### config.mk
export PLATFORM = sky130hd
export DESIGN_NAME = dma_interrupt_coalescing_control
export DESIGN_NICKNAME = d
export VERILOG_FILES = /design/src/core/copy_engine_pkg.sv /design/src/core/delay_if.sv /design/src/core/delay_timer.sv /design/src/core/dma_interrupt_coalescing_control.sv
export SDC_FILE = /design/constraint.sdc
export NUM_CORES = 1
export LEC_CHECK = 0
export BUFFER_PORTS_ARGS = -buffer_cell sky130_fd_sc_hd__buf_2
export CAP_MARGIN = 20
export CORE_MARGIN = 1.5
export CORE_UTILIZATION = 54
export CTS_CLUSTER_SIZE = 28
export DETAILED_ROUTE_END_ITERATION = 8
export PLACE_DENSITY = 0.79
export SLEW_MARGIN = 15
export SYNTH_ARGS = -nofsm -noshare
export SYNTH_HDL_FRONTEND = slang
export SYNTH_HIERARCHICAL = 1
export SYNTH_SLANG_ARGS = --single-unit
### constraint.sdc
create_clock -name clk_in -period 1.95 [get_ports clk_in]
set_input_delay 0.2925 -clock clk_in [delete_from_list [all_inputs] [get_ports clk_in]]
set_output_delay 0.2925 -clock clk_in [all_outputs]
set_load 0.1 [all_outputs]
### src/core/copy_engine_pkg.sv
package copy_engine_pkg;
    // ----------------------------------------
    // control register location and fields
    // ----------------------------------------
    localparam logic [31:0] CTRL_OFFSET = 32'h0000_0000;
    localparam int CYC_BIT = 6;
    localparam int IOC_EN_BIT = 12;
    localparam int DLY_EN_BIT = 13;
    localparam int ERR_EN_BIT = 14;
    localparam int THR_LSB = 16;
    localparam int TMO_LSB = 24;
    localparam int FIELD_W = 8;
    // ----------------------------------------
    // reset values
    // ----------------------------------------
    localparam logic [7:0] THR_RESET_CHAIN = 8'h01;
    localparam logic [7:0] THR_RESET_SIMPLE = 8'h00;
    localparam logic [7:0] TMO_RESET = 8'h00;
    localparam logic CTRL_BIT_RESET = 1'b0;
    // ----------------------------------------
    // timing
    // ----------------------------------------
    localparam int CLK_PERIOD_NS = 40;
    localparam int DELAY_TICK_NS = 1000;
    localparam int DELAY_TICK_CYCLES = (DELAY_TICK_NS / CLK_PERIOD_NS) < 1 ?
        1 : (DELAY_TICK_NS / CLK_PERIOD_NS);
endpackage

### src/core/delay_if.sv
`timescale 1ns/1ps
interface delay_if;
    logic run;
    logic restart;
    logic [7:0] period;
    logic expire;
    modport ctrl (output run, output restart, output period, input expire);
    modport timer (input run, input restart, input period, output expire);
endinterface

### src/core/delay_timer.sv
`timescale 1ns/1ps
module delay_timer
    import copy_engine_pkg::*;
#(
    parameter int TICK_CYCLES = DELAY_TICK_CYCLES
) (
    // clock and reset
    input wire logic clk_in,
    input wire logic reset_in,
    // control side
    delay_if.timer dly
);
    logic [15:0] div_q;
    logic tick_q;
    logic [7:0] elapsed_q;
    logic expire_q;

    // ----------------------------------------
    // tick divider
    // ----------------------------------------
    always_ff @(posedge clk_in) begin
        if (reset_in || !dly.run || dly.restart) begin
            div_q <= 16'h0000;
            tick_q <= 1'b0;
        end else if (div_q == 16'(TICK_CYCLES - 1)) begin
            div_q <= 16'h0000;
            tick_q <= 1'b1;
        end else begin
            div_q <= div_q + 16'h0001;
            tick_q <= 1'b0;
        end
    end

    // ----------------------------------------
    // period count
    // ----------------------------------------
    always_ff @(posedge clk_in) begin
        if (reset_in || !dly.run || dly.restart) begin
            elapsed_q <= 8'h00;
            expire_q <= 1'b0;
        end else if (tick_q && (elapsed_q + 8'h01 == dly.period)) begin
            elapsed_q <= 8'h00;
            expire_q <= 1'b1;
        end else begin
            elapsed_q <= tick_q ? elapsed_q + 8'h01 : elapsed_q;
            expire_q <= 1'b0;
        end
    end

    assign dly.expire = expire_q;
endmodule

### src/core/dma_interrupt_coalescing_control.sv
`timescale 1ns/1ps
module dma_interrupt_coalescing_control
    import copy_engine_pkg::*;
#(
    parameter bit CHAIN_INCLUDED = 1'b1,
    parameter int TICK_CYCLES = DELAY_TICK_CYCLES
) (
    // clock and reset
    input wire logic clk_in,
    input wire logic reset_in,
    // control register port
    input wire logic ctrl_wr_in,
    input wire logic [31:0] ctrl_wdata_in,
    output logic [31:0] ctrl_rdata_out,
    // engine events and status
    input wire logic complete_evt_in,
    input wire logic error_evt_in,
    input wire logic idle_in,
    input wire logic descriptor_chain_mode_in,
    // descriptor fetcher
    input wire logic desc_fetch_in,
    input wire logic desc_done_flag_in,
    output logic desc_stale_err_out,
    output logic looped_descriptor_ring_out,
    // interrupt
    output logic irq_out
);
    localparam logic [7:0] THR_RESET =
        CHAIN_INCLUDED ? THR_RESET_CHAIN : THR_RESET_SIMPLE;

    logic cyc_q;
    logic ioc_en_q;
    logic dly_en_q;
    logic err_en_q;
    logic [7:0] thr_q;
    logic [7:0] tmo_q;
    logic [7:0] cnt_q;
    logic [7:0] wr_thr;
    logic thr_load;
    logic coal_hit;
    logic dly_fire;
    logic err_hit;

    // ----------------------------------------
    // helpers
    // ----------------------------------------
    function automatic logic thr_write(input logic wr,
        input logic [31:0] data);
        return wr && (data[THR_LSB +: FIELD_W] != 8'h00);
    endfunction

    delay_if dly ();

    delay_timer #(
        .TICK_CYCLES(TICK_CYCLES)
    ) u_delay_timer (
        .clk_in(clk_in),
        .reset_in(reset_in),
        .dly(dly)
    );

    assign wr_thr = ctrl_wdata_in[THR_LSB +: FIELD_W];
    assign thr_load = thr_write(ctrl_wr_in, ctrl_wdata_in);
    assign coal_hit = complete_evt_in && ioc_en_q && (cnt_q <= 8'h01);
    assign dly_fire = dly.expire && dly_en_q && descriptor_chain_mode_in
        && (tmo_q != 8'h00);
    assign err_hit = error_evt_in && err_en_q;

    // ----------------------------------------
    // control fields
    // ----------------------------------------
    always_ff @(posedge clk_in) begin
        if (reset_in) begin
            cyc_q <= CTRL_BIT_RESET;
            ioc_en_q <= CTRL_BIT_RESET;
            dly_en_q <= CTRL_BIT_RESET;
            err_en_q <= CTRL_BIT_RESET;
            tmo_q <= TMO_RESET;
        end else if (ctrl_wr_in) begin
            cyc_q <= ctrl_wdata_in[CYC_BIT];
            ioc_en_q <= ctrl_wdata_in[IOC_EN_BIT];
            dly_en_q <= ctrl_wdata_in[DLY_EN_BIT];
            err_en_q <= ctrl_wdata_in[ERR_EN_BIT];
            tmo_q <= ctrl_wdata_in[TMO_LSB +: FIELD_W];
        end
    end

    always_ff @(posedge clk_in) begin
        if (reset_in) begin
            thr_q <= THR_RESET;
        end else if (thr_load) begin
            thr_q <= wr_thr;
        end
    end

    // ----------------------------------------
    // coalescing counter
    // ----------------------------------------
    always_ff @(posedge clk_in) begin
        if (reset_in) begin
            cnt_q <= THR_RESET;
        end else if (thr_load) begin
            cnt_q <= wr_thr;
        end else if (coal_hit || dly_fire) begin
            cnt_q <= thr_q;
        end else if (complete_evt_in && ioc_en_q) begin
            cnt_q <= cnt_q - 8'h01;
        end
    end

    // ----------------------------------------
    // delay timer control
    // ----------------------------------------
    assign dly.run = dly_en_q && descriptor_chain_mode_in
        && (tmo_q != 8'h00)
        && idle_in
        && (cnt_q != thr_q);
    assign dly.restart = complete_evt_in || ctrl_wr_in;
    assign dly.period = tmo_q;

    // ----------------------------------------
    // outputs
    // ----------------------------------------
    always_ff @(posedge clk_in) begin
        if (reset_in) begin
            irq_out <= 1'b0;
        end else begin
            irq_out <= coal_hit || dly_fire || err_hit;
        end
    end

    always_ff @(posedge clk_in) begin
        if (reset_in) begin
            desc_stale_err_out <= 1'b0;
            looped_descriptor_ring_out <= 1'b0;
        end else begin
            desc_stale_err_out <= desc_fetch_in && desc_done_flag_in
                && !cyc_q;
            looped_descriptor_ring_out <= cyc_q;
        end
    end

    always_ff @(posedge clk_in) begin
        if (reset_in) begin
            ctrl_rdata_out <= 32'h0000_0000;
        end else begin
            ctrl_rdata_out <= {tmo_q, thr_q, 1'b0, err_en_q, dly_en_q,
                ioc_en_q, 5'h00, cyc_q, 6'h00};
        end
    end
endmodule

==> results.sh, run 1 <==
export IMPL_final_area_um2=4190
export IMPL_status="finished, final reports clean"
export IMPL_final_nets=496
export IMPL_min_period_over_period_pct=92.5
export IMPL_port_buffers=51
export IMPL_dpl_instance_area_um2=3920
export IMPL_clk_insertion_delay_late_ps=350
export IMPL_num_vias=2942
export IMPL_rows=29
export IMPL_wl_per_cell_um=14.2
export IMPL_utilization_pct=65.6
export IMPL_synth_area_um2=3580
export IMPL_cts_tree="built"
export IMPL_ys_top_cells_by_count="dfxtp_1 (76), nor2_1 (35), nand2_1 (34)"
export IMPL_postCtsHoldBufs=0
export IMPL_antenna_found_initial=0
export IMPL_clkTransAtPathRegs_ps=70
export IMPL_route_detailed_drc=0
export IMPL_setup_viol=0
export IMPL_whs_ps=178
export IMPL_synth_edf_count=0
export IMPL_grt_usage_pct=22.2
export IMPL_synth_top_area_cell="dfxtp_1"
export IMPL_period_minus_slack_ps=1800
export IMPL_seq_area_frac_synth_pct=42.5
export IMPL_p_per_area_nw_per_um2=897
export IMPL_start_kind="register"
export IMPL_fillers=500
export IMPL_ys_ff_latch=76
export IMPL_htree_levels=3
export IMPL_overflow=0
export IMPL_firstDrtPassIters=4
export IMPL_ys_types=62
export IMPL_syn_inst=389
export IMPL_synth_most_common_cell="dfxtp_1"
export IMPL_path_class="reg -> reg"
export IMPL_async_flop_share_pct=0
export IMPL_cp_arrival_ps=2100
export IMPL_drive_gt1_share_pct=24.2
export IMPL_cts_path_max_buffers=2
export IMPL_slew_viol_final=0
export IMPL_ant_nets=0
export IMPL_vias_per_cell=5.54
export IMPL_rsz0062_at_grt="no"
export IMPL_ys_flop_type="dfxtp_1"
export IMPL_place_hpwl_mm=5.36
export IMPL_io_pins=76
export IMPL_cts_setup_buffers=0
export IMPL_skew_ps=7.95
export IMPL_dieArea_um2=7130
export IMPL_antenna_cells=0
export IMPL_gp_congestion=0.935
export IMPL_grt_start_max_net_pins=32
export IMPL_clock_fmax_ghz=0.554
export IMPL_root_buffer="clkbuf_8"
export IMPL_die_x_um=84.4
export IMPL_start_util_pct=56.1
export IMPL_setup_slack_ps=146
export IMPL_syn_avg_cell_area_um2=9.21
export IMPL_synth_top_area_share_pct=42.5
export IMPL_drt_iter0_drc=165
export IMPL_numCtsBuffers=9
export IMPL_worstPathRequired_ps=2240
export IMPL_hold_viol_final=0
export IMPL_p_leak_nw=1.74
export IMPL_clock_sinks=76
export IMPL_grt_pass1_vias=2890
export IMPL_fin_cells=531
export IMPL_crit_path_end_kind="register"
export IMPL_coreArea_um2=6390
export IMPL_dieHeight_um=84.4
export IMPL_placed_cells=516
export IMPL_maxCapViolCount=0
export IMPL_power_total_mw=3.76
export IMPL_synthTopCellsByArea="dfxtp_1 (42%), xnor2_1 (4.6%), xor2_1 (4.4%)"
export IMPL_ctsResizeCount=0
export IMPL_finalSetupTns_ps=0
export IMPL_vdd_drop_max_uv=941
export IMPL_ys_warn_count=6
export IMPL_crit_fanout=9
export IMPL_dp_slack_ps=112
export IMPL_finalWirelength_mm=7.56
export IMPL_grt_pass1_wl_mm=12.8
export IMPL_area_growth_pct=16.9
export IMPL_min_path_type="in -> reg"
## layout make-up
type / count / area, um^2 / share of cell area (%)
Multi-Input combinational cell: 284 / 1880 / 44.9
Sequential cell: 76 / 1520 / 36.4
Timing Repair Buffer: 69 / 390 / 9.32
Clock inverter: 6 / 138 / 3.29
Clock buffer: 9 / 124 / 2.96
Tap cell: 77 / 96.3 / 2.30
Inverter: 10 / 37.5 / 0.897
## power breakdown
group	internal (mW)	switching, mW	leakage (nW)
Clock	0.976	0.584	0.129
Combinational	0.147	0.394	0.993
Sequential	1.60	0.0495	0.621
Total	2.73	1.03	1.74
## flip-flops by register name, summed over array words and instances (netlist names)
name,cells
ioc_en_q,1
dly_en_q,1
err_en_q,1
u_delay_timer/tick_q,1
cyc_q,1
u_delay_timer/elapsed_q,8
thr_q,8
dly.period,8
cnt_q,8
ctrl_rdata_out,20
u_delay_timer/dly.expire,1
irq_out,1
desc_stale_err_out,1
u_delay_timer/div_q,16
## worst paths after layout
kind                               from                        to  slack, ps  cells after the start
min                   ctrl_wdata_in[26]             dly.period[2]        180                      3
max          u_delay_timer/elapsed_q[4]  u_delay_timer/dly.expire        150                      4
min reg2reg                       cyc_q        desc_stale_err_out        450                      1
max reg2reg  u_delay_timer/elapsed_q[4]  u_delay_timer/dly.expire        150                      4
## cell families (layout without fill, tap and decap cells)
logic type,after synthesis,in the layout,share of synthesized area (%)
simple gates,157,157,24.7
fa+ha+maj,5,5,1.75
other cells,1,12,0.105
buf+inv,40,94,6.25
xor+xnor,37,37,9.05
compound gates,60,60,11.9
flops,76,76,42.5
mux,13,13,3.67
## cells in the final DEF (no fill, tap or decap), types with 5 or more instances in the layout
cell | Yosys | routed
o21ai_0 | 9 | 9
buf_4 | 15 | 18
nor2_1 | 35 | 35
inv_1 | 10 | 10
a21oi_1 | 14 | 14
nor2b_1 | 20 | 20
conb_1 | 1 | 12
a31oi_1 | 10 | 10
xor2_1 | 18 | 18
nand3_1 | 11 | 11
ha_1 | 5 | 5
xnor2_1 | 19 | 19
dfxtp_1 | 76 | 75
buf_2 | 2 | 51
or3_1 | 5 | 5
nor4_1 | 9 | 9
nand4_1 | 8 | 8
nand2_1 | 34 | 34
mux2i_1 | 12 | 12
nor3_1 | 6 | 6
clkbuf_8 | 0 | 9
## critical path: stages, from the launching register on
cell and delay (ps):
dfxtp_1 450, nand3_1 170, or3_1 420, a211oi_4 460, and4_1 250
## routing by layer
layer  track usage (%)  wire [um]  vias to the layer above
li1                  -          -                     1452
met1              26.3       3190                     1408
met2              38.1       3870                       72
met3              4.42        361                       10
met4              11.7        140                        0
met5                 0          0                        -
Power figures use the tool's default switching activity.
==> run 2: changes to the inputs <==
CAP_MARGIN = 0   (was 20)
CORE_MARGIN = 5   (was 1.5)
==> results.sh, run 2 (synthesized netlist as in run 1, its figures left out) <==
export IMPL_coreArea_um2=6390
export IMPL_p_leak_nw=1.71
export IMPL_p_per_area_nw_per_um2=851
export IMPL_cts_path_max_buffers=2
export IMPL_r2r_cells=5
export IMPL_final_common_cell="dfxtp_1"
export IMPL_place_hpwl_mm=5.61
export IMPL_regMostFlops="ctrl_rdata_out"
export IMPL_finalSetupTns_ps=0
export IMPL_route_detailed_drc=0
export IMPL_power_switching_mw=1.04
export IMPL_intPower_mw=2.47
export IMPL_antenna_cells=0
export IMPL_crit_path_end_kind="register"
export IMPL_clkTransAtPathRegs_ps=80
export IMPL_dp_slack_ps=118
export IMPL_rows=29
export IMPL_drive_gt1_share_pct=23.6
export IMPL_layout_common_cells="dfxtp_1 (76), buf_2 (51), nor2_1 (35), nand2_1 (34), nor2b_1 (20)"
export IMPL_num_vias=2939
export IMPL_slew_viol_final=0
export IMPL_port_buffers=51
export IMPL_path_class="reg -> reg"
export IMPL_routed_top_layer="met4"
export IMPL_clkPwrFrac_pct=37.3
export IMPL_cts_tree="built"
export IMPL_skew_ps=5.83
export IMPL_gp_congestion=0.886
export IMPL_final_nets=494
export IMPL_root_buffer="clkbuf_8"
export IMPL_wl_per_cell_um=14.9
export IMPL_firstDrtPassIters=4
export IMPL_hold_depth=3
export IMPL_io_pins=76
export IMPL_worstPathRequired_ps=2240
export IMPL_pwr_share_comb_pct=15.5
export IMPL_numCtsBuffers=9
export IMPL_status="finished, final reports clean"
export IMPL_cts_setup_buffers=0
export IMPL_start_util_pct=56.1
export IMPL_crit_fanout=9
export IMPL_min_period_over_period_pct=95.1
export IMPL_rrSetupSlack_ps=100
export IMPL_vias_per_cell=5.55
export IMPL_dieHeight_um=91.4
export IMPL_period_minus_slack_ps=1850
export IMPL_setup_viol=0
export IMPL_placed_cells=514
export IMPL_htree_levels=3
export IMPL_grt_start_max_net_pins=44
export IMPL_power_total_mw=3.51
export IMPL_finalWirelength_mm=7.90
export IMPL_fin_cells=530
export IMPL_ant_nets=0
export IMPL_start_kind="register"
export IMPL_cp_arrival_ps=2150
export IMPL_final_area_um2=4130
export IMPL_die_x_um=91.4
export IMPL_grt_usage_pct=19.3
export IMPL_rsz0062_at_grt="no"
export IMPL_wl_met2_mm=4.04
export IMPL_largest_reg_flops=20
export IMPL_met3WireLength_um=384
export IMPL_maxCapViolCount=0
export IMPL_fillers=533
export IMPL_setup_slack_ps=96.1
export IMPL_grt_pass1_vias=2864
export IMPL_grt_pass1_wl_mm=13.1
export IMPL_hold_viol_final=0
export IMPL_dpl_instance_area_um2=3910
export IMPL_reg_top3="ctrl_rdata_out: 20 flops, u_delay_timer/div_q: 16 flops"
export IMPL_clock_sinks=76
export IMPL_clk_insertion_delay_late_ps=350
export IMPL_vdd_drop_max_uv=711
export IMPL_antenna_found_initial=0
export IMPL_drt_iter0_drc=136
export IMPL_overflow=0
export IMPL_dieArea_um2=8360
export IMPL_area_growth_pct=15.2
export IMPL_clock_fmax_ghz=0.539
export IMPL_pwr_share_seq_pct=47.2
export IMPL_switching_share_pct=29.6
export IMPL_min_path_type="in -> reg"
export IMPL_met1_length_mm=3.27
run 2: cell count changes in the layout (fill, tap and decap cells not counted), sizes merged:
cell | before | now
buf | 69 | 67
clkbuf | 9 | 10
bufinv | 4 | 2
clkinvlp | 0 | 2
run 2: through the flow:
step / hold slack [ps] / util (%)
6_report: 172 / 64.6
5_1_grt: 168 / 64.6
4_1_cts: 164 / 64.6
3_5_place_dp: 429 / 61.2
3_3_place_gp: 422 / 61.2
2_1_floorplan: 412 / -
run 2: worst paths after layout:
kind | from | to
worst max-delay path | u_delay_timer/elapsed_q[0] | u_delay_timer/dly.expire
worst min-delay path | ctrl_wdata_in[14] | err_en_q
worst max register to register | u_delay_timer/elapsed_q[0] | u_delay_timer/dly.expire
worst min register to register | cyc_q | desc_stale_err_out
run 2: final cells by class:
cell class,instances,area [um^2],share of cell area (%)
Clock inverter,6,88.8,2.15
Sequential cell,76,1520,36.9
Timing Repair Buffer,67,375,9.10
Clock buffer,10,128,3.09
Tap cell,77,96.3,2.34
Inverter,10,37.5,0.910
Multi-Input combinational cell,284,1880,45.5
run 2: critical path, stage by stage (launching register included):
cell and delay [ps]:
dfxtp_1 440, ha_1 210, nand3_1 100, or3_1 380
a22oi_2 410, and4_1 260
run 2: timing repair:
item,4_1_cts,5_1_grt
endpoints found under the setup margin,0,2
hold buffers,0,0
gates resized for setup,0,1
run 2: power groups by stage:
stage / clock, mW / combinational [mW] / sequential, mW
finish: 1.31 / 0.545 / 1.66
global route: 1.40 / 0.579 / 1.66
CTS: 1.33 / 0.543 / 1.66
detailed placement: 0 / 0.539 / 1.69
global placement: 0 / 0.532 / 1.69
floorplan: 0 / 0.333 / 1.81
run 2: layer usage:
layer  track usage (%)  vias to the layer above
li1                  -                     1451
met1              22.1                     1398
met2              33.1                       71
met3              4.38                       19
met4              10.5                        0
met5                 0                        -
==> run 3: changes to the inputs <==
SYNTH_HIERARCHICAL = default   (was 1)
==> results.sh, run 3 <==
export IMPL_drive_gt1_share_pct=27.5
export IMPL_hold_depth=3
export IMPL_status="finished, final reports clean"
export IMPL_antenna_cells=0
export IMPL_pwr_share_seq_pct=45.3
export IMPL_final_area_um2=4310
export IMPL_numCtsBuffers=9
export IMPL_p_per_area_nw_per_um2=841
export IMPL_relSlewSlack_pct=66.1
export IMPL_vdd_drop_max_uv=667
export IMPL_root_buffer="clkbuf_8"
export IMPL_path_class="reg -> reg"
export IMPL_clock_sinks=76
export IMPL_slew_viol_final=0
export IMPL_min_path_type="in -> reg"
export IMPL_pwr_share_comb_pct=16.8
export IMPL_crit_fanout=5
export IMPL_cp_slowest_cell="or4_4"
export IMPL_path_common_cell="or4_4"
export IMPL_setup_slack_ps=15.7
export IMPL_port_buffers=51
export IMPL_synth_top_area_cell="dfxtp_1"
export IMPL_ys_top_cells_by_count="dfxtp_1 (76), nor2_1 (44), nand2_1 (40)"
export IMPL_reg_top3="ctrl_rdata_out: 20 flops, u_delay_timer.div_q: 16 flops"
export IMPL_largest_reg_flops=20
export IMPL_gp_congestion=0.959
export IMPL_power_total_mw=3.62
export IMPL_grt_start_max_net_pins=48
export IMPL_antenna_found_initial=0
export IMPL_whs_ps=170
export IMPL_die_x_um=91.1
export IMPL_synth_edf_count=0
export IMPL_clkPwrFrac_pct=37.9
export IMPL_finalSetupTns_ps=0
export IMPL_ys_ff_latch=76
export IMPL_fin_cells=550
export IMPL_firstDrtPassIters=4
export IMPL_start_kind="register"
export IMPL_critPathTopFamily="simple AND/OR/NAND/NOR gates"
export IMPL_io_pins=76
export IMPL_fillers=510
export IMPL_dp_slack_ps=-47.7
export IMPL_final_nets=514
export IMPL_multiInputGateArea_um2=1910
export IMPL_rsz0062_at_grt="yes"
export IMPL_ys_warn_count=0
export IMPL_ff_latch_area_um2=1530
export IMPL_final_common_cell="dfxtp_1"
export IMPL_coreArea_um2=6390
export IMPL_overflow=0
export IMPL_clock_fmax_ghz=0.517
export IMPL_grt_pass1_wl_mm=14.0
export IMPL_placed_cells=530
export IMPL_utilization_pct=67.5
export IMPL_clk_insertion_delay_late_ps=350
export IMPL_ys_flop_type="dfxtp_1"
export IMPL_seq_area_frac_synth_pct=42.8
export IMPL_syn_avg_cell_area_um2=9.07
export IMPL_wl_per_cell_um=15.1
export IMPL_ys_types=61
export IMPL_layout_common_cells="dfxtp_1 (72), buf_2 (52), nor2_1 (42), nand2_1 (40), buf_4 (31)"
export IMPL_worstPathCellList="or4_4 > or4_4 > a21o_2 > a22oi_2 > o21ai_1"
export IMPL_min_period_over_period_pct=99.2
export IMPL_r2r_cells=5
export IMPL_synthTopCellsByArea="dfxtp_1 (43%), xor2_1 (5.9%), nor2_1 (4.6%)"
export IMPL_start_util_pct=55.7
export IMPL_synth_top_area_share_pct=42.8
export IMPL_vias_per_cell=5.38
export IMPL_place_hpwl_mm=5.86
export IMPL_cts_tree="built"
export IMPL_ant_nets=0
export IMPL_drt_iter0_drc=223
export IMPL_regMostFlops="ctrl_rdata_out"
export IMPL_route_detailed_drc=0
export IMPL_power_switching_mw=1.10
export IMPL_synth_area_um2=3550
export IMPL_finalWirelength_mm=8.30
export IMPL_synth_most_common_cell="dfxtp_1"
export IMPL_htree_levels=3
export IMPL_worst_pin_slew_ps=503
export IMPL_path_buf_inv=0
export IMPL_num_vias=2960
export IMPL_crit_path_end_kind="register"
export IMPL_switching_share_pct=30.3
export IMPL_rows=29
export IMPL_syn_inst=392
export IMPL_period_minus_slack_ps=1930
export IMPL_dieArea_um2=8310
export IMPL_clkTransAtPathRegs_ps=90
export IMPL_dieHeight_um=91.1
export IMPL_p_leak_nw=1.85
export IMPL_grt_pass1_vias=2886
export IMPL_dpl_instance_area_um2=3970
export IMPL_grt_usage_pct=20.6
export IMPL_async_flop_share_pct=0
export IMPL_worstPathRequired_ps=2190
export IMPL_skew_ps=7.12
export IMPL_cp_arrival_ps=2170
export IMPL_cpPeakStageDelay_ps=570
export IMPL_maxCapViolCount=0
export IMPL_setup_viol=0
export IMPL_hold_viol_final=0
export IMPL_area_growth_pct=21.2
export IMPL_intPower_mw=2.53
export IMPL_cp_depth=5
export IMPL_cts_path_max_buffers=2
-- run 3: changes by cell type after synthesis, sizes merged, moves of 4 or more --
cell    previous run  this run
a31oi             10         1
nor2              35        44
clkbuf             5        13
buf               25        18
xor2              18        24
xnor2             19        14
nand2             36        40
nor4              13         9
o221ai             4         0
-- run 3: final timing paths --
check / start / endpoint / slack, ps
hold / removal: ctrl_wdata_in[30] / dly.period[6] / 170
hold reg to reg: cyc_q / desc_stale_err_out / 440
setup / recovery: cnt_q[4] / cnt_q[0] / 20
setup reg to reg: cnt_q[4] / cnt_q[0] / 20
-- run 3: power groups by stage --
stage | Combinational, mW | Sequential [mW] | Clock [mW]
final | 0.608 | 1.64 | 1.37
after global routing | 0.642 | 1.65 | 1.49
after CTS | 0.591 | 1.64 | 1.41
after detailed placement | 0.582 | 1.68 | 0
after global placement | 0.578 | 1.68 | 0
after floorplan | 0.333 | 1.81 | 0
-- run 3: area by class of cell --
type / instances / area share, %
multi-input combinational: 289 / 44.4
sequential: 76 / 35.4
timing repair buffer: 85 / 12.0
clock buffer: 9 / 2.88
clock inverter: 7 / 2.44
tap: 77 / 2.24
inverter: 7 / 0.610
-- run 3: tightest hold or removal path: stages --
cell,delay (ps)
buf_2,70
mux2i_1,60
nor2_1,70
-- run 3: cells by family after synthesis --
logic type	after synthesis	share of synthesized area (%)
flops	76	42.8
fa+ha+maj	5	1.76
mux	16	4.54
simple gates	167	24.4
buf+inv	38	6.83
xor+xnor	38	9.36
compound gates	51	10.2
other cells	1	0.105
-- run 3: what timing repair did --
action,in CTS,in global routing
setup endpoints to repair,7,24
cloned,1,0
pin swaps,3,13
hold endpoints to repair,0,0
setup buffers,3,1
gates resized for setup,4,18
hold buffers,0,0
-- run 3: layer usage --
layer / track usage (%) / up-vias / part of all wire [%]
li1: - / 1480 / -
met1: 26.2 / 1380 / 45
met2: 33.5 / 83 / 48
met3: 6.86 / 17 / 5.9
met4: 5.26 / 0 / 2.0
met5: 0 / - / 0
